$ cat config.mk
export PLATFORM = sky130hd
export DESIGN_NAME = ccdfe_ctrl
export DESIGN_NICKNAME = d
export VERILOG_FILES = /design/src/rtl/ccdfe_pkg.sv /design/src/rtl/ccdfe_ctrl.sv /design/src/rtl/ccdfe_serial_rx.sv
export SDC_FILE = /design/constraint.sdc
export NUM_CORES = 1
export LEC_CHECK = 0
export BUFFER_PORTS_ARGS = -buffer_cell sky130_fd_sc_hd__buf_4
export CELL_PAD_IN_SITES_DETAIL_PLACEMENT = 1
export CELL_PAD_IN_SITES_GLOBAL_PLACEMENT = 1
export CORE_UTILIZATION = 47
export CTS_BUF_LIST = sky130_fd_sc_hd__clkbuf_16
export DETAILED_ROUTE_END_ITERATION = 10
export PLACE_DENSITY = 0.85
export SYNTH_ARGS = -nofsm -noshare
export SYNTH_HDL_FRONTEND = slang
export SYNTH_SLANG_ARGS = --single-unit
$ cat constraint.sdc
create_clock -name CORE_CLK_I -period 11.2 [get_ports CORE_CLK_I]
set_clock_uncertainty 0.1 [all_clocks]
set_input_delay 0 -clock CORE_CLK_I [delete_from_list [all_inputs] [get_ports CORE_CLK_I]]
set_output_delay 0 -clock CORE_CLK_I [all_outputs]
set_load 0.01 [all_outputs]
$ cat src/rtl/ccdfe_pkg.sv
// constants for the ccd front end control block: serial frame, register map,
// field positions, reset values and converter timing.
// assumes a single core clock; the converter clock arrives as a sampled input.
package ccdfe_pkg;
  // serial frame
  localparam logic [4:0] SER_FRAME_BITS = 5'h10;
  localparam logic [4:0] SER_OVERRUN = 5'h11;
  localparam int SER_ADDR_MSB = 13;
  localparam int SER_ADDR_LSB = 10;
  // register addresses
  localparam logic [3:0] ADDR_CONTROL = 4'h0;
  localparam logic [3:0] ADDR_GAIN = 4'h1;
  localparam logic [3:0] ADDR_UDAC1 = 4'h2;
  localparam logic [3:0] ADDR_UDAC2 = 4'h3;
  localparam logic [3:0] ADDR_COARSE = 4'h4;
  localparam logic [3:0] ADDR_FINE = 4'h5;
  localparam logic [3:0] ADDR_BLACK_TARGET = 4'h6;
  localparam logic [3:0] ADDR_BLACK_CAL = 4'h7;
  localparam logic [3:0] ADDR_TEST = 4'h8;
  // reset values
  localparam logic [9:0] BLACK_CAL_RST = 10'h003;
  localparam logic [9:0] TEST_RST = 10'h280;
  localparam logic [9:0] BLACK_TARGET_RST = 10'h040;
  localparam logic [9:0] CONTROL_RST = 10'h000;
  localparam logic [8:0] GAIN_RST = 9'h000;
  localparam logic [7:0] UDAC_RST = 8'h00;
  localparam logic [8:0] OFFSET_RST = 9'h000;
  // control fields
  localparam int CTL_STANDBY = 9;
  localparam int CTL_UDAC1_PD = 8;
  localparam int CTL_UDAC2_PD = 7;
  localparam int CTL_COARSE_BYP = 6;
  localparam int CTL_FINE_BYP = 5;
  localparam int CTL_AVG_CLEAR = 1;
  localparam int CTL_SOFT_RESET = 0;
  // black calibration fields
  localparam int BLK_OSEL_MSB = 9;
  localparam int BLK_OSEL_LSB = 8;
  localparam int BLK_LINE_MSB = 7;
  localparam int BLK_LINE_LSB = 4;
  localparam int BLK_TRIPLE = 3;
  localparam int BLK_PIX_MSB = 2;
  localparam int BLK_PIX_LSB = 0;
  // test fields
  localparam int TST_BIAS_MSB = 9;
  localparam int TST_BIAS_LSB = 6;
  localparam int TST_PIN_MSB = 5;
  localparam int TST_PIN_LSB = 4;
  localparam int TST_EXT_REF = 3;
  localparam int TST_RSVD = 2;
  localparam int TST_MON_MSB = 1;
  localparam int TST_MON_LSB = 0;
  // field codes
  localparam logic [1:0] OSEL_COARSE = 2'h2;
  localparam logic [1:0] OSEL_FINE = 2'h3;
  localparam logic [1:0] TPIN_CLOCKS = 2'h2;
  localparam logic [1:0] TPIN_PGA = 2'h3;
  localparam logic [1:0] MON_FINE = 2'h2;
  localparam logic [1:0] MON_COARSE = 2'h3;
  // limits
  localparam logic [3:0] LINE_EXP_MAX = 4'h8;
  localparam logic [2:0] PIX_EXP_MAX = 3'h6;
  localparam logic [8:0] GAIN_MAX = 9'h17F;
  localparam logic signed [11:0] OFFSET_MAG_MAX = 12'sh0FF;
  // one third approximated as 170/512, never above the true value
  localparam logic [7:0] THIRD_MULT = 8'hAA;
  // converter latency in half periods of the converter clock
  localparam int ADC_LATENCY_HALVES = 9;
  localparam int ADC_PIPE_DEPTH = (ADC_LATENCY_HALVES + 1) / 2;
  typedef enum logic [2:0] {
    CAL_IDLE = 3'b001,
    CAL_ACCUM = 3'b010,
    CAL_UPDATE = 3'b100
  } ccdfe_cal_state_t;
endpackage

$ cat src/rtl/ccdfe_ctrl.sv
// ccd front end control: serial registers, black level calibration loop,
// converter data path with output select, and test and monitor selects.
// assumes all pins are synchronous to CORE_CLK_I; converter clock is sampled.
module ccdfe_ctrl
  import ccdfe_pkg::*;
(
  input wire logic CORE_CLK_I,
  input wire logic RESET_I,
  input wire logic SCLK_I,
  input wire logic SERIAL_DATA_IN_I,
  input wire logic CS_N_I,
  input wire logic CONVERTER_CLOCK_I,
  input wire logic [9:0] ADC_SAMPLE_I,
  input wire logic BLACK_CAL_CLAMP_N_I,
  input wire logic OE_N_I,
  output logic [9:0] DATA_O,
  output logic DATA_OE_O,
  output logic [8:0] PGA_GAIN_CODE_O,
  output logic [7:0] USER_DAC1_CODE_O,
  output logic [7:0] USER_DAC2_CODE_O,
  output logic USER_DAC1_STANDBY_O,
  output logic USER_DAC2_STANDBY_O,
  output logic STANDBY_O,
  output logic [8:0] COARSE_OFFSET_O,
  output logic [8:0] FINE_OFFSET_O,
  output logic [3:0] BIAS_CURRENT_CODE_O,
  output logic TEST_OUT_POS_OE_O,
  output logic TEST_OUT_NEG_OE_O,
  output logic TEST_OUT_PGA_SEL_O,
  output logic EXTERNAL_REFERENCE_SELECT_O,
  output logic OFFSET_MONITOR_PIN_OE_O,
  output logic OFFSET_MONITOR_COARSE_SEL_O
);
  logic rx_wr;
  logic [3:0] rx_addr;
  logic [9:0] rx_data;
  logic soft_rst;
  logic avg_clear;

  ccdfe_serial_rx u_rx (
    .clk_i(CORE_CLK_I),
    .rst_i(RESET_I),
    .sclk_i(SCLK_I),
    .serial_data_in_i(SERIAL_DATA_IN_I),
    .cs_n_i(CS_N_I),
    .wr_o(rx_wr),
    .addr_o(rx_addr),
    .data_o(rx_data)
  );

  assign soft_rst = rx_wr && rx_addr == ADDR_CONTROL && rx_data[CTL_SOFT_RESET];
  assign avg_clear = rx_wr && rx_addr == ADDR_CONTROL && rx_data[CTL_AVG_CLEAR];

  // configuration registers (offset converters live with the loop)
  logic [9:0] ctl_r, ctl_nxt;
  logic [8:0] gain_r, gain_nxt;
  logic [7:0] udac1_r, udac1_nxt, udac2_r, udac2_nxt;
  logic [9:0] vb_r, vb_nxt, blk_r, blk_nxt, test_r, test_nxt;

  always_comb begin
    ctl_nxt = ctl_r;
    gain_nxt = gain_r;
    udac1_nxt = udac1_r;
    udac2_nxt = udac2_r;
    vb_nxt = vb_r;
    blk_nxt = blk_r;
    test_nxt = test_r;
    if (soft_rst) begin
      ctl_nxt = CONTROL_RST;
      gain_nxt = GAIN_RST;
      udac1_nxt = UDAC_RST;
      udac2_nxt = UDAC_RST;
      vb_nxt = BLACK_TARGET_RST;
      blk_nxt = BLACK_CAL_RST;
      test_nxt = TEST_RST;
    end else if (rx_wr) begin
      unique case (rx_addr)
        // one-shot bits are acted on, not stored
        ADDR_CONTROL: ctl_nxt = {rx_data[9:2], 2'b00};
        // codes past the top of the range saturate at 383
        ADDR_GAIN: gain_nxt = (rx_data[8:0] > GAIN_MAX) ? GAIN_MAX : rx_data[8:0];
        ADDR_UDAC1: udac1_nxt = rx_data[7:0];
        ADDR_UDAC2: udac2_nxt = rx_data[7:0];
        ADDR_BLACK_TARGET: vb_nxt = rx_data;
        ADDR_BLACK_CAL: blk_nxt = rx_data;
        ADDR_TEST: begin
          test_nxt = rx_data;
          test_nxt[TST_RSVD] = 1'b0;
        end
        default: ;
      endcase
    end
  end

  always_ff @(posedge CORE_CLK_I) begin
    if (RESET_I) begin
      ctl_r <= CONTROL_RST;
      gain_r <= GAIN_RST;
      udac1_r <= UDAC_RST;
      udac2_r <= UDAC_RST;
      vb_r <= BLACK_TARGET_RST;
      blk_r <= BLACK_CAL_RST;
      test_r <= TEST_RST;
    end else begin
      ctl_r <= ctl_nxt;
      gain_r <= gain_nxt;
      udac1_r <= udac1_nxt;
      udac2_r <= udac2_nxt;
      vb_r <= vb_nxt;
      blk_r <= blk_nxt;
      test_r <= test_nxt;
    end
  end

  // converter data path: sample on rising edge, present on a falling edge
  logic conv_r, conv_nxt, conv_rise, conv_fall;
  logic [9:0] pipe_r [ADC_PIPE_DEPTH];
  logic [9:0] pipe_nxt [ADC_PIPE_DEPTH];
  logic [9:0] data_r, data_nxt;
  logic oe_r, oe_nxt;
  logic flag_r;
  logic [8:0] coarse_r, fine_r;

  assign conv_nxt = CONVERTER_CLOCK_I;
  assign conv_rise = CONVERTER_CLOCK_I && !conv_r;
  assign conv_fall = !CONVERTER_CLOCK_I && conv_r;
  // relies on the timing generator keeping the clock high phase clear of pulses
  assign pipe_nxt[0] = conv_rise ? ADC_SAMPLE_I : pipe_r[0];

  genvar g;
  for (g = 1; g < ADC_PIPE_DEPTH; g++) begin : g_pipe
    assign pipe_nxt[g] = conv_rise ? pipe_r[g-1] : pipe_r[g];
  end

  always_comb begin
    data_nxt = data_r;
    oe_nxt = !OE_N_I;
    if (conv_fall) begin
      unique case (blk_r[BLK_OSEL_MSB:BLK_OSEL_LSB])
        OSEL_COARSE: data_nxt = {flag_r, coarse_r};
        OSEL_FINE: data_nxt = {flag_r, fine_r};
        default: data_nxt = pipe_r[ADC_PIPE_DEPTH-1];
      endcase
    end
  end

  always_ff @(posedge CORE_CLK_I) begin
    if (RESET_I) begin
      conv_r <= 1'b0;
      data_r <= 10'h000;
      oe_r <= 1'b0;
      for (int i = 0; i < ADC_PIPE_DEPTH; i++) begin
        pipe_r[i] <= 10'h000;
      end
    end else begin
      conv_r <= conv_nxt;
      data_r <= data_nxt;
      oe_r <= oe_nxt;
      pipe_r <= pipe_nxt;
    end
  end

  assign DATA_O = data_r;
  assign DATA_OE_O = oe_r;

  // black level averaging and offset correction
  ccdfe_cal_state_t state_r, state_nxt;
  logic [25:0] sum_r, sum_nxt;
  logic [7:0] pix_cnt_r, pix_cnt_nxt, pix_base, pix_target;
  logic [8:0] line_cnt_r, line_cnt_nxt, line_target;
  logic [2:0] pix_exp;
  logic [3:0] line_exp;
  logic [25:0] shifted;
  logic [19:0] third;
  logic [9:0] avg;
  logic signed [11:0] err, fine_new, coarse_new;
  logic [8:0] coarse_nxt, fine_nxt;
  logic flag_nxt, fine_auto, coarse_auto;

  function automatic logic signed [11:0] sm_to_s(input logic [8:0] v);
    sm_to_s = v[8] ? -$signed({4'h0, v[7:0]}) : $signed({4'h0, v[7:0]});
  endfunction

  function automatic logic [8:0] s_to_sm(input logic signed [11:0] v);
    logic signed [11:0] mag;
    mag = (v < 0) ? -v : v;
    s_to_sm = {v < 0, mag[7:0]};
  endfunction

  always_comb begin
    pix_exp = (blk_r[BLK_PIX_MSB:BLK_PIX_LSB] > PIX_EXP_MAX) ? PIX_EXP_MAX
      : blk_r[BLK_PIX_MSB:BLK_PIX_LSB];
    line_exp = (blk_r[BLK_LINE_MSB:BLK_LINE_LSB] > LINE_EXP_MAX) ? LINE_EXP_MAX
      : blk_r[BLK_LINE_MSB:BLK_LINE_LSB];
    pix_base = 8'h01 << pix_exp;
    pix_target = blk_r[BLK_TRIPLE] ? 8'(pix_base + (pix_base << 1)) : pix_base;
    line_target = 9'h001 << line_exp;
    shifted = sum_r >> (5'(pix_exp) + 5'(line_exp));
    third = shifted[11:0] * THIRD_MULT;
    avg = blk_r[BLK_TRIPLE] ? third[18:9] : shifted[9:0];
    err = $signed({2'b00, avg}) - $signed({2'b00, vb_r});
    fine_auto = !ctl_r[CTL_FINE_BYP];
    // coarse auto needs fine auto too, otherwise both are bypassed
    coarse_auto = fine_auto && !ctl_r[CTL_COARSE_BYP];
    fine_new = sm_to_s(fine_r) - err;
    coarse_new = sm_to_s(coarse_r);
    state_nxt = state_r;
    sum_nxt = sum_r;
    pix_cnt_nxt = pix_cnt_r;
    line_cnt_nxt = line_cnt_r;
    coarse_nxt = coarse_r;
    fine_nxt = fine_r;
    flag_nxt = flag_r;
    unique case (state_r)
      CAL_IDLE: begin
        pix_cnt_nxt = 8'h00;
        if (!BLACK_CAL_CLAMP_N_I) begin
          state_nxt = CAL_ACCUM;
        end
      end
      CAL_ACCUM: begin
        if (BLACK_CAL_CLAMP_N_I) begin
          line_cnt_nxt = line_cnt_r + 9'h001;
          state_nxt = (line_cnt_nxt == line_target) ? CAL_UPDATE : CAL_IDLE;
        end else if (conv_rise && pix_cnt_r < pix_target) begin
          sum_nxt = sum_r + 26'(ADC_SAMPLE_I);
          pix_cnt_nxt = pix_cnt_r + 8'h01;
        end
      end
      CAL_UPDATE: begin
        state_nxt = CAL_IDLE;
        sum_nxt = 26'h000_0000;
        line_cnt_nxt = 9'h000;
        if (fine_auto) begin
          flag_nxt = 1'b1;
          if (fine_new > OFFSET_MAG_MAX || fine_new < -OFFSET_MAG_MAX) begin
            // out of fine range: step coarse by one, park fine at its limit
            flag_nxt = 1'b0;
            if (coarse_auto && fine_new > 0 && coarse_new < OFFSET_MAG_MAX) begin
              coarse_nxt = s_to_sm(coarse_new + 12'sh001);
            end else if (coarse_auto && fine_new < 0 && coarse_new > -OFFSET_MAG_MAX) begin
              coarse_nxt = s_to_sm(coarse_new - 12'sh001);
            end
            fine_new = (fine_new > 0) ? OFFSET_MAG_MAX : -OFFSET_MAG_MAX;
          end
          fine_nxt = s_to_sm(fine_new);
        end
      end
      default: state_nxt = CAL_IDLE;
    endcase
    // direct writes seed the loop when auto mode is later re-enabled
    if (rx_wr && rx_addr == ADDR_COARSE) begin
      coarse_nxt = rx_data[8:0];
    end
    if (rx_wr && rx_addr == ADDR_FINE) begin
      fine_nxt = rx_data[8:0];
    end
    if (avg_clear || soft_rst) begin
      state_nxt = CAL_IDLE;
      sum_nxt = 26'h000_0000;
      line_cnt_nxt = 9'h000;
      pix_cnt_nxt = 8'h00;
    end
    if (soft_rst) begin
      coarse_nxt = OFFSET_RST;
      fine_nxt = OFFSET_RST;
      flag_nxt = 1'b0;
    end
  end

  always_ff @(posedge CORE_CLK_I) begin
    if (RESET_I) begin
      state_r <= CAL_IDLE;
      sum_r <= 26'h000_0000;
      pix_cnt_r <= 8'h00;
      line_cnt_r <= 9'h000;
      coarse_r <= OFFSET_RST;
      fine_r <= OFFSET_RST;
      flag_r <= 1'b0;
    end else begin
      state_r <= state_nxt;
      sum_r <= sum_nxt;
      pix_cnt_r <= pix_cnt_nxt;
      line_cnt_r <= line_cnt_nxt;
      coarse_r <= coarse_nxt;
      fine_r <= fine_nxt;
      flag_r <= flag_nxt;
    end
  end

  // decoded selects, registered so every pin comes from a flip-flop
  logic [16:0] sel_r, sel_nxt;

  always_comb begin
    sel_nxt[3:0] = test_r[TST_BIAS_MSB:TST_BIAS_LSB];
    sel_nxt[4] = test_r[TST_PIN_MSB];
    sel_nxt[5] = test_r[TST_PIN_MSB:TST_PIN_LSB] == TPIN_PGA;
    sel_nxt[6] = test_r[TST_EXT_REF];
    sel_nxt[7] = test_r[TST_MON_MSB];
    sel_nxt[8] = test_r[TST_MON_MSB:TST_MON_LSB] == MON_COARSE;
    sel_nxt[9] = ctl_r[CTL_STANDBY];
    sel_nxt[10] = ctl_r[CTL_UDAC1_PD];
    sel_nxt[11] = ctl_r[CTL_UDAC2_PD];
    sel_nxt[16:12] = 5'h00;
  end

  always_ff @(posedge CORE_CLK_I) begin
    if (RESET_I) begin
      sel_r <= 17'h0_0000;
    end else begin
      sel_r <= sel_nxt;
    end
  end

  assign BIAS_CURRENT_CODE_O = sel_r[3:0];
  assign TEST_OUT_POS_OE_O = sel_r[4];
  assign TEST_OUT_NEG_OE_O = sel_r[4];
  assign TEST_OUT_PGA_SEL_O = sel_r[5];
  assign EXTERNAL_REFERENCE_SELECT_O = sel_r[6];
  assign OFFSET_MONITOR_PIN_OE_O = sel_r[7];
  assign OFFSET_MONITOR_COARSE_SEL_O = sel_r[8];
  assign STANDBY_O = sel_r[9];
  assign USER_DAC1_STANDBY_O = sel_r[10];
  assign USER_DAC2_STANDBY_O = sel_r[11];
  assign PGA_GAIN_CODE_O = gain_r;
  assign USER_DAC1_CODE_O = udac1_r;
  assign USER_DAC2_CODE_O = udac2_r;
  assign COARSE_OFFSET_O = coarse_r;
  assign FINE_OFFSET_O = fine_r;
endmodule

$ cat src/rtl/ccdfe_serial_rx.sv
// three-wire serial write receiver: 16-bit frames, address and data out.
// assumes sclk, serial_data_in and cs_n are already synchronous to clk_i.
module ccdfe_serial_rx
  import ccdfe_pkg::*;
(
  input wire logic clk_i,
  input wire logic rst_i,
  input wire logic sclk_i,
  input wire logic serial_data_in_i,
  input wire logic cs_n_i,
  output logic wr_o,
  output logic [3:0] addr_o,
  output logic [9:0] data_o
);
  logic sclk_r;
  logic sclk_nxt;
  logic cs_n_r;
  logic cs_n_nxt;
  logic [15:0] shift_r;
  logic [15:0] shift_nxt;
  logic [4:0] cnt_r;
  logic [4:0] cnt_nxt;
  logic wr_r;
  logic wr_nxt;

  always_comb begin
    sclk_nxt = sclk_i;
    cs_n_nxt = cs_n_i;
    shift_nxt = shift_r;
    cnt_nxt = cnt_r;
    wr_nxt = 1'b0;
    if (cs_n_i) begin
      cnt_nxt = 5'h00;
      // commit only a frame of exactly sixteen bits, at chip select rise
      if (!cs_n_r && cnt_r == SER_FRAME_BITS) begin
        wr_nxt = 1'b1;
      end
    end else if (sclk_i && !sclk_r) begin
      shift_nxt = {shift_r[14:0], serial_data_in_i};
      if (cnt_r != SER_OVERRUN) begin
        cnt_nxt = cnt_r + 5'h01;
      end
    end
  end

  always_ff @(posedge clk_i) begin
    if (rst_i) begin
      sclk_r <= 1'b0;
      cs_n_r <= 1'b1;
      shift_r <= 16'h0000;
      cnt_r <= 5'h00;
      wr_r <= 1'b0;
    end else begin
      sclk_r <= sclk_nxt;
      cs_n_r <= cs_n_nxt;
      shift_r <= shift_nxt;
      cnt_r <= cnt_nxt;
      wr_r <= wr_nxt;
    end
  end

  assign wr_o = wr_r;
  assign addr_o = shift_r[SER_ADDR_MSB:SER_ADDR_LSB];
  assign data_o = shift_r[9:0];
endmodule
After elaboration in Yosys (flattened, before gate mapping)
Cells that the tools add are included.
{"block": "classes", "addsub": 15, "mul": 1, "magnitude_cmp": 13, "n_eq_ne": 24, "n_shift": 3, "mux": 38, "n_bitwise": 2, "n_reduce_logical": 51}
{"op": "9-bit 2-to-1 mux", "count": 11}
{"op": "12-bit 2-to-1 mux", "count": 6}
{"op": "26-bit 2-to-1 mux", "count": 2}
{"op": "26-bit one-hot mux with 2 select lines", "count": 1}
{"op": "12-bit by 1-bit less-than comparator with 1-bit output, second input constant", "count": 4}
{"op": "8-bit 2-to-1 mux", "count": 6}
{"op": "26-bit by 10-bit adder with 26-bit output", "count": 1}
{"op": "2-bit AND reduction", "count": 13}
{"op": "26-bit by 5-bit >> shifter with 12-bit output", "count": 1}
{"op": "12-bit by 9-bit > comparator with 1-bit output, second input constant", "count": 2}
{"op": "12-bit by 9-bit less-than comparator with 1-bit output, second input constant", "count": 2}
{"op": "8-bit negator with 12-bit output", "count": 2}
{"op": "8-bit negator", "count": 3}
{"op": "10-bit one-hot mux with 2 select lines", "count": 1}
{"op": "12-bit by 7-bit multiplier with 18-bit output, second input constant", "count": 1}
{"op": "9-bit one-hot mux with 2 select lines", "count": 1}
{"op": "4-bit by 3-bit equality test with 1-bit output, second input constant", "count": 4}
{"op": "8-bit one-hot mux with 2 select lines", "count": 1}
{"op": "1-bit logical AND", "count": 15}
{"op": "12-bit by 2-bit adder with 12-bit output, second input constant", "count": 1}
{"op": "12-bit by 1-bit > comparator with 1-bit output, second input constant", "count": 1}
{"op": "3-bit 2-to-1 mux", "count": 4}
{"op": "12-bit by 11-bit subtractor with 12-bit output", "count": 1}
{"op": "12-bit by 2-bit subtractor with 12-bit output, second input constant", "count": 1}
{"op": "37 further kinds", "count": 62}
{"block": "word_totals", "ff_bits": 223, "inputBits": 18, "output_inout_bits": 67, "elab_cells": 175}

Depth between registers and ports, before layout
Gate-level depths: netlist (run 1).
{"block": "logic_depth", "depth_word": 18, "mapped_depth": 58, "ltp_nobuf": 55}

Modules after synthesis
A second synthesis (run 1) with hierarchy kept.
{"block": "hier_totals", "hier_cells": 1846, "hier_area_um2": 14680.3}
{"module": "ccdfe_ctrl", "instances": 1, "cells_per_inst": 1742, "area_per_inst_um2": 13784.5, "seq_area_each_um2": 3963.8}
{"module": "ccdfe_serial_rx", "instances": 1, "cells_per_inst": 104, "area_per_inst_um2": 895.9, "seq_area_each_um2": 440.4}

Least setup slack after synthesis (run 1)
OpenSTA, ideal clock, no wires.
{"block": "synth_timing", "kind": "register to register", "from": "register blk_r[0]", "to": "register fine_r[4], in the netlist FINE_OFFSET_O[4]", "setup_time_ns": 0.070, "arrival_ns": 10.000, "t_required_ns": 11.030, "slack_ns": 1.030, "stages_incl_launch_ff": 54, "n_path_buf": 3, "synth_period_minus_slack_ns": 10.170, "path_cell_list": "dfxtp_1 clkbuf_1 a21boi_0 ha_1 inv_1 fa_1 buf_1 mux2_2 nor2_1 a21oi_1 mux4_2 nand2_1 o31ai_1 ha_1 inv_1 fa_1 inv_1 ha_1 [18 not listed] xor2_1 ha_1 a21oi_1 nand2_1 a221oi_4 xnor2_2 xnor2_4 clkbuf_1 nand2b_1 a21boi_1 ha_1 inv_1 or2_2 nor2_1 o31ai_1 a21oi_1 o221ai_1 a21oi_1"}
{"block": "synth_via", "elab_chain_len": 18, "word_cells_on_any_way": 22, "classes_between": "add/sub (4); mul (1); order compare (5); shift (1); mux (10); reduce/logical (1)"}
{"item": "start, declared", "line_no": "ccdfe_ctrl.sv:58", "source": "logic [9:0] vb_r, vb_nxt, blk_r, blk_nxt, test_r, test_nxt;"}
{"item": "start signal, assigned", "line_no": "ccdfe_ctrl.sv:110", "source": "blk_r <= blk_nxt;"}
{"item": "3-bit > comparator", "line_no": "ccdfe_ctrl.sv:191", "source": "pix_exp = (blk_r[BLK_PIX_MSB:BLK_PIX_LSB] > PIX_EXP_MAX) ? PIX_EXP_MAX"}
{"item": "3-bit 2-to-1 mux (*)", "line_no": "ccdfe_ctrl.sv:191"}
{"item": "3-bit by 4-bit adder with 5-bit output (*)", "line_no": "ccdfe_ctrl.sv:198", "source": "shifted = sum_r >> (5'(pix_exp) + 5'(line_exp));"}
{"item": "26-bit by 5-bit >> shifter with 12-bit output (*)", "line_no": "ccdfe_ctrl.sv:198"}
{"item": "12-bit by 7-bit multiplier with 18-bit output", "line_no": "ccdfe_ctrl.sv:199", "source": "third = shifted[11:0] * THIRD_MULT;"}
{"item": "10-bit 2-to-1 mux (*)", "line_no": "ccdfe_ctrl.sv:200", "source": "avg = blk_r[BLK_TRIPLE] ? third[18:9] : shifted[9:0];"}
{"item": "10-bit by 10-bit subtractor with 11-bit output (*)", "line_no": "ccdfe_ctrl.sv:201", "source": "err = $signed({2'b00, avg}) - $signed({2'b00, vb_r});"}
{"item": "12-bit by 11-bit subtractor with 12-bit output (*)", "line_no": "ccdfe_ctrl.sv:205", "source": "fine_new = sm_to_s(fine_r) - err;"}
{"item": "[2 not listed]"}
{"item": "12-bit 2-to-1 mux (*)", "line_no": "ccdfe_ctrl.sv:236", "source": "if (fine_new > OFFSET_MAG_MAX || fine_new < -OFFSET_MAG_MAX) begin"}
{"item": "12-bit 2-to-1 mux (*)", "line_no": "ccdfe_ctrl.sv:234", "source": "if (fine_auto) begin"}
{"item": "12-bit 2-to-1 mux (*)", "line_no": "ccdfe_ctrl.sv:214", "source": "unique case (state_r)"}
{"item": "12-bit by 1-bit less-than comparator with 1-bit output / 8-bit negator (equally long branches)", "line_no": "ccdfe_ctrl.sv:186", "source": "mag = (v < 0) ? -v : v;"}
{"item": "8-bit 2-to-1 mux (*)", "line_no": "ccdfe_ctrl.sv:186"}
{"item": "9-bit 2-to-1 mux (*)", "line_no": "ccdfe_ctrl.sv:234"}
{"item": "9-bit 2-to-1 mux (*)", "line_no": "ccdfe_ctrl.sv:214"}
{"item": "9-bit 2-to-1 mux (*)", "line_no": "ccdfe_ctrl.sv:255", "source": "if (rx_wr && rx_addr == ADDR_FINE) begin"}
{"item": "end signal, assigned", "line_no": "ccdfe_ctrl.sv:286", "source": "fine_r <= fine_nxt;"}
{"item": "end, declared", "line_no": "ccdfe_ctrl.sv:122", "source": "logic [8:0] coarse_r, fine_r;"}
Mark *: on every way between the ends. The rest lies on a longest branch, timed or not. The select of a mux whose other input is x is not followed.
A chain may end at the register's enable or synchronous reset.

Worst setup path in the final report (run 1)
{"block": "layout_timing", "from": "register blk_r[7]", "to": "register fine_r[6], in the netlist FINE_OFFSET_O[6]"}
{"block": "layout_via", "elab_chain_len": 18, "word_cells_on_any_way": 22, "classes_between": "add/sub (4); mul (1); order compare (5); shift (1); mux (10); reduce/logical (1)"}
{"item": "4-bit > comparator", "line_no": "ccdfe_ctrl.sv:193", "source": "line_exp = (blk_r[BLK_LINE_MSB:BLK_LINE_LSB] > LINE_EXP_MAX) ? LINE_EXP_MAX"}
{"item": "4-bit 2-to-1 mux (*)", "line_no": "ccdfe_ctrl.sv:193"}
{"item": "3-bit by 4-bit adder with 5-bit output (*)", "line_no": "ccdfe_ctrl.sv:198"}
{"item": "26-bit by 5-bit >> shifter with 12-bit output (*)", "line_no": "ccdfe_ctrl.sv:198"}
{"item": "12-bit by 7-bit multiplier with 18-bit output", "line_no": "ccdfe_ctrl.sv:199"}
{"item": "10-bit 2-to-1 mux (*)", "line_no": "ccdfe_ctrl.sv:200"}
{"item": "10-bit by 10-bit subtractor with 11-bit output (*)", "line_no": "ccdfe_ctrl.sv:201"}
{"item": "12-bit by 11-bit subtractor with 12-bit output (*)", "line_no": "ccdfe_ctrl.sv:205"}
{"item": "[2 not listed]"}
{"item": "12-bit 2-to-1 mux (*)", "line_no": "ccdfe_ctrl.sv:236"}
{"item": "12-bit 2-to-1 mux (*)", "line_no": "ccdfe_ctrl.sv:234"}
{"item": "12-bit 2-to-1 mux (*)", "line_no": "ccdfe_ctrl.sv:214"}
{"item": "12-bit by 1-bit less-than comparator with 1-bit output / 8-bit negator (equally long branches)", "line_no": "ccdfe_ctrl.sv:186"}
{"item": "8-bit 2-to-1 mux (*)", "line_no": "ccdfe_ctrl.sv:186"}
{"item": "9-bit 2-to-1 mux (*)", "line_no": "ccdfe_ctrl.sv:234"}
{"item": "9-bit 2-to-1 mux (*)", "line_no": "ccdfe_ctrl.sv:214"}
{"item": "9-bit 2-to-1 mux (*)", "line_no": "ccdfe_ctrl.sv:255"}
Marks and branches as above.

==> metrics, run 1 <==
routed wire length per instance=18.7 um; Via-to-Cell Ratio=5.77; CTS tree=built; footprint of the multi-input gates=9370 um2; HP Start=OE_N_I; cells on worst reg2reg path=53; worst vdd ir=0.133 mV; CP dominant cell by count=a21oi_1; Ant. Diodes=0; sequential share of power=47.0%; Crit Reg-Reg Endpoint=FINE_OFFSET_O[6]; DP Cell Count=2227; GRT overflow=0; Antenna Violating Nets Remaining=0; GP Congestion=0.895; pre-CTS setup slack=0.0701 ns; r2r setup slk=0.59 ns; floorplan row count=63; Crit-path slowest cell=fa_2; clock root cell=clkbuf_16; Die Ht=178 um; Most used DFF post-synth=dfxtp_1; Avg Inst Size Synth=7.84 um2; final-report setup violation count=0; max-slew violations=0; Syn Inst Count=1848; final hold violation count=0; Final Power=1690 uW; vias=13200; Logic pwr share=4.4%; Post-Layout Cell Count=2296; Design Area, Final=16500 um2; Synth Net Count=1980; count of input and output buffers=84; Hold Path Depth=3; die width=178 um; pwr dens=103 nW/um2; largest net degree at the start of global routing=91; initial antenna violation count=0; # IOs=85; Seq/Total Area, Yosys=30.4%; share of cells above drive strength 1=11.8%; flops & latches, synth=220; Yosys Warn Count=0; Buf+Inv Stages, Crit Path=7; Final min period=10.61 ns; fill count=3649; register area=4410 um2; cell family with most CP delay=adder cells; setup tns final=0 ns; core footprint=30000 um2; number of DRC markers in iteration 0=796; CTS buffer count=26; Pint=1290 uW; hold path endpoint=DATA_OE_O; fmax=94.2 MHz; Leakage=0.00679 uW; worst skew pair latency=0.56 ns; Post-Route WL=42.9 mm; dpl hpwl=30.6 mm; drc violations=0; switching portion of total power=23.8%; most frequent cells in the layout=283 x nand2_1, 218 x dfxtp_1, 194 x nor2_1, 187 x a21oi_1, 102 x buf_4; Max-cap violations=0; Placed Area=15300 um2; Async SR Flop Fraction=0%; NumNets Final=2020; Post-Syn Area=14500 um2; H-tree depth=1; Hold Path Class=in2reg; crit path launch type=register; WS Path Type=reg2reg; Longest Clk Path Bufs=3; Pre-antenna DRT Iters=5; setup slack after layout=0.587 ns; slew at the pin with the worst max-slew slack=1.13 ns; CTS clock-pin slew for the worst setup and hold paths=0.06 ns; Final period util=94.8%; vias in the first global route=13500; starting density of the core=48.4%; Slew HR=24.2%; global-route wire length before repair=69.2 mm; Worst EP required=11.56 ns; DIE AREA=31500 um2; crit end category=register; Worst Path Max Fanout=16; GRT Util Overall=27.1%; Worst EP arrival=10.98 ns; Clock Sink Count=220; Post-synth EDFFs=0; slowest stage delay, CP=0.60 ns; Distinct cells, synth=90; sw power=401 uW; status=finished clean; reg2reg start=blk_r[7]; most common cell after layout, fill and taps aside=nand2_1; Clk network pwr share=48.6%; area delta synth->final=13.8%
-- worst register-to-register path: cells and delay by family (launching register included) --
family / cells / cell delay [ns]
AO/OA/AOI/OAI: 20 / 2.91
XOR/XNOR: 4 / 0.65
AND/OR/NAND/NOR: 9 / 1.47
flip-flops: 1 / 0.36
buffers and inverters: 7 / 0.65
multiplexers: 3 / 0.90
adder cells (fa/ha/maj): 10 / 3.48
-- kinds of logic after synthesis --
kind of cell	Yosys count	share of synthesized area (%)
buf+inv	211	5.68
flops	220	30.4
xor+xnor	93	5.86
fa+ha+maj	114	10.8
mux	100	7.71
compound gates	422	17.9
simple gates	688	21.6
-- cell type report --
class                   count  share of cell area (%)
clock buffers              26                    3.95
clock inverters            20                    1.11
inverters                 101                    2.32
multi-input cells        1417                    56.9
flip-flops and latches    220                    26.8
well taps                 390                    2.96
repair buffers            122                    6.01
-- cells in the mapped netlist (all sizes together) (19+ instances only) --
cell type  number  area (um2)
nand2         283        1060
dfxtp         220        4400
nor2          197         744
a21oi         193         966
inv            99         372
ha             95        1190
clkbuf         92         345
o21ai          92         460
mux2i          81         823
xnor2          54         499
nand3          45         225
xor2           39         349
nor2b          33         206
nand2b         29         181
a211oi         25         188
fa             19         380
-- worst max-delay path by stage --
stage | endpoint | cells past startpoint | startpoint
3_3_place_gp | FINE_OFFSET_O[4] | 50 | blk_r[7]
5_1_grt | FINE_OFFSET_O[6] | 51 | blk_r[7]
2_1_floorplan | FINE_OFFSET_O[4] | 53 | blk_r[0]
4_1_cts | FINE_OFFSET_O[6] | 48 | blk_r[7]
6_report | FINE_OFFSET_O[6] | 53 | blk_r[7]
3_5_place_dp | FINE_OFFSET_O[6] | 51 | blk_r[7]
-- sequential cells by signal, indices dropped and copies added, names as in the netlist, 3 cells and up --
name	flops
pipe_r	50
ctl_r	5
blk_r	10
FINE_OFFSET_O	9
sum_r	26
USER_DAC2_CODE_O	8
vb_r	10
USER_DAC1_CODE_O	8
state_r	3
sel_r	12
PGA_GAIN_CODE_O	9
line_cnt_r	9
u_rx.shift_r	14
u_rx.cnt_r	5
test_r	9
pix_cnt_r	8
COARSE_OFFSET_O	9
DATA_O	10
-- repair_timing --
action / in CTS / in global routing
hold endpoints to repair: 95 / 0
hold buffers: 18 / 0
endpoints found under the setup margin: 2 / 15
gates cloned: 0 / 1
resized for setup: 1 / 36
pin swaps: 0 / 4
setup buffers: 0 / 4
-- power groups by stage --
stage / clock [uW] / sequential (uW) / combinational, uW
2_1_floorplan: 0 / 809 / 48.0
3_3_place_gp: 0 / 810 / 66.4
3_5_place_dp: 0 / 811 / 68.1
4_1_cts: 835 / 793 / 73.7
5_1_grt: 870 / 794 / 81.7
6_report: 821 / 793 / 74.5
-- routing by layer --
metal / GRT usage [%] / part of all wire [%] / vias to the layer above
li1: - / - / 6385
met1: 34.8 / 45 / 6497
met2: 48.0 / 49 / 289
met3: 2.81 / 4.1 / 70
met4: 7.26 / 2.2 / 0
met5: 0 / 0 / -
-- through the flow --
stage | utilization [%] | hold slack (ns)
after floorplan | - | -0.0276
after global placement | 51.1 | 0.0567
after detailed placement | 51.1 | 0.0634
after CTS | 54.5 | 0.0295
after global routing | 55.0 | 0.0540
final | 55.0 | 0.0624
Note: power is estimated with default switching activity, not from simulation.
==> inputs of run 2 (changes only) <==
Settings changed: CORE_UTILIZATION 47 to 31, PLACE_DENSITY 0.85 to 0.62.
==> run 2 against run 1 <==
Net effect:
- sequential power about the same
- utilization decreased by 19 points
- largest power group is now sequential cells
- power is 4.8% lower
- clock power down 9.7%
- worst hold slack got worse by 0.0035 ns
- global-route usage down 9.2 points
- first-iteration DRC count shrank 39%
- via count shrank 3.8%
- clock-buffer cell count down 1
- register-to-register slack better by 0.12 ns
- die area increased by 51%
- combinational power barely moved
==> metrics, run 2 (same netlist as run 1, synthesis figures left out) <==
core footprint=45800 um2 (+53%); H-tree depth=1 (unchanged); GRT Util Overall=17.9% (-9.2 points); Final Power=1610 uW (-4.8%); Crit-path slowest cell=fa_2; Crit Reg-Reg Endpoint=FINE_OFFSET_O[6]; Die Ht=218 um (+23%); WS Path Type=reg2reg; Worst Path Max Fanout=16 (unchanged); status=finished clean; Hold Path Class=in2reg; fill count=5467 (+50%); Clock Sink Count=220 (unchanged); crit path launch type=register; Buf+Inv Stages, Crit Path=9 (+2); Pre-antenna DRT Iters=4 (-1); max-slew violations=0 (unchanged); CTS tree=built; final-report setup violation count=0 (unchanged); Post-Route WL=42.7 mm (-0.31%); setup tns final=0 ns (unchanged); # IOs=85 (unchanged); CTS buffer count=25 (-3.8%); Placed Area=15600 um2 (+1.9%); Design Area, Final=16600 um2 (+0.86%); Via-to-Cell Ratio=5.08 (-12%); vias=12700 (-3.8%); cell family with most CP delay=adder cells; Ant. Diodes=0 (unchanged); GP Congestion=0.821 (-8.3%); Largest Register=pipe_r; CTS clock-pin slew for the worst setup and hold paths=0.06 ns (about the same); global-route wire length before repair=69.5 mm (+0.35%); drc violations=0 (unchanged); count of input and output buffers=84 (unchanged); number of DRC markers in iteration 0=489 (-39%); Worst EP arrival=10.81 ns (-0.17 ns); die width=218 um (+23%); CP dominant cell by count=a21oi_1; share of cells above drive strength 1=11.3% (-0.53 points); register area=4410 um2 (about the same); dpl hpwl=31.5 mm (+3.0%); routed wire length per instance=17.0 um (-8.7%); initial antenna violation count=0 (unchanged); worst vdd ir=0.112 mV (-16%); fmax=95.3 MHz (+1.2%); DIE AREA=47600 um2 (+51%); Slew HR=27.6% (+3.4 points); max reg flops=50 (unchanged); most common cell after layout, fill and taps aside=nand2_1; footprint of the multi-input gates=9340 um2 (-0.39%); biggest regs=pipe_r: 50 flops, sum_r: 26 flops, u_rx.shift_r: 14 flops; Final period util=93.7% (-1.1 points); GRT overflow=0 (unchanged); worst setup path startpoint=blk_r[2]; slew at the pin with the worst max-slew slack=1.08 ns (-0.0486 ns); Longest Clk Path Bufs=3 (unchanged); reg2reg start=blk_r[2]; Final min period=10.49 ns (-0.121 ns); largest net degree at the start of global routing=90 (-1.1%); pwr dens=96.8 nW/um2 (-5.6%); area delta synth->final=14.8%; clock root cell=clkbuf_16; cells on worst reg2reg path=54 (+1.9%); vias in the first global route=13000 (-3.3%); cell count along the critical path=54 (+1.9%); starting density of the core=31.6% (-17 points); Max-cap violations=0 (unchanged); NumNets Final=2021 (+0.050%); crit end category=register; floorplan row count=78 (+24%); final hold violation count=0 (unchanged); CP endpoint=FINE_OFFSET_O[6]; Worst EP required=11.52 ns (-0.04 ns); slowest stage delay, CP=0.61 ns (about the same); Antenna Violating Nets Remaining=0 (unchanged); r2r setup slk=0.71 ns (+0.12 ns); Leakage=0.00676 uW (-0.49%); worst skew pair latency=0.54 ns (-0.02 ns); most frequent cells in the layout=283 x nand2_1, 217 x dfxtp_1, 195 x nor2_1, 191 x a21oi_1
run 2: how the worst min path moves through the flow:
stage / to / cells after the start / startpoint / slack [ns]
global route: DATA_OE_O / 3 / OE_N_I / 0.05
CTS: DATA_OE_O / 3 / OE_N_I / 0.04
global placement: DATA_OE_O / 2 / OE_N_I / 0.06
finish: DATA_OE_O / 3 / OE_N_I / 0.06
floorplan: DATA_OE_O / 1 / OE_N_I / -0.03
detailed placement: DATA_OE_O / 2 / OE_N_I / 0.06
run 2: worst min-delay path: stages:
cell and delay (ns):
dlygate4sd3_1 0.52, buf_4 0.10, nor2_1 0.03
run 2: what timing repair did:
item                       in CTS  in global routing
setup endpoints to repair       0                 13
resized for setup               0                 33
hold endpoints to repair       78                  0
setup buffers                   0                  2
hold buffers                   18                  0
run 2: final cells by class:
| type | instances | share of cell area (%) |
|---|---|---|
| Multi-Input combinational cell | 1417 | 56.2 |
| Sequential cell | 220 | 26.5 |
| Timing Repair Buffer | 124 | 6.08 |
| Tap cell | 600 | 4.52 |
| Clock buffer | 25 | 3.76 |
| Inverter | 101 | 2.30 |
| Clock inverter | 20 | 0.617 |
run 2: per-layer routing:
layer / GRT usage, % / wire [um] / vias to the layer above
li1: - / - / 6399
met1: 23.9 / 20700 / 6181
met2: 31.0 / 20300 / 122
met3: 1.95 / 1130 / 38
met4: 3.22 / 546 / 0
met5: 0 / 0 / -
run 2: per-stage QoR:
step           hold WS [ns]  std cells  setup slack (ns)  utilization, %
6_report             0.0588       2507             0.708            36.3
2_1_floorplan       -0.0276       1848              1.03               -
4_1_cts              0.0373       2504            0.0417            36.0
5_1_grt              0.0542       2507           -0.0621            36.3
3_5_place_dp         0.0621       2441             0.102            34.1
3_3_place_gp         0.0591       2441             0.442            34.1
run 2: where the power goes:
group | internal [uW] | total (uW) | leakage [uW] | switching [uW]
clock | 407 | 741 | 0.000377 | 335
combinational | 26.3 | 74.4 | 0.00461 | 48.0
sequential | 788 | 793 | 0.00178 | 4.75
total | 1220 | 1610 | 0.00676 | 387
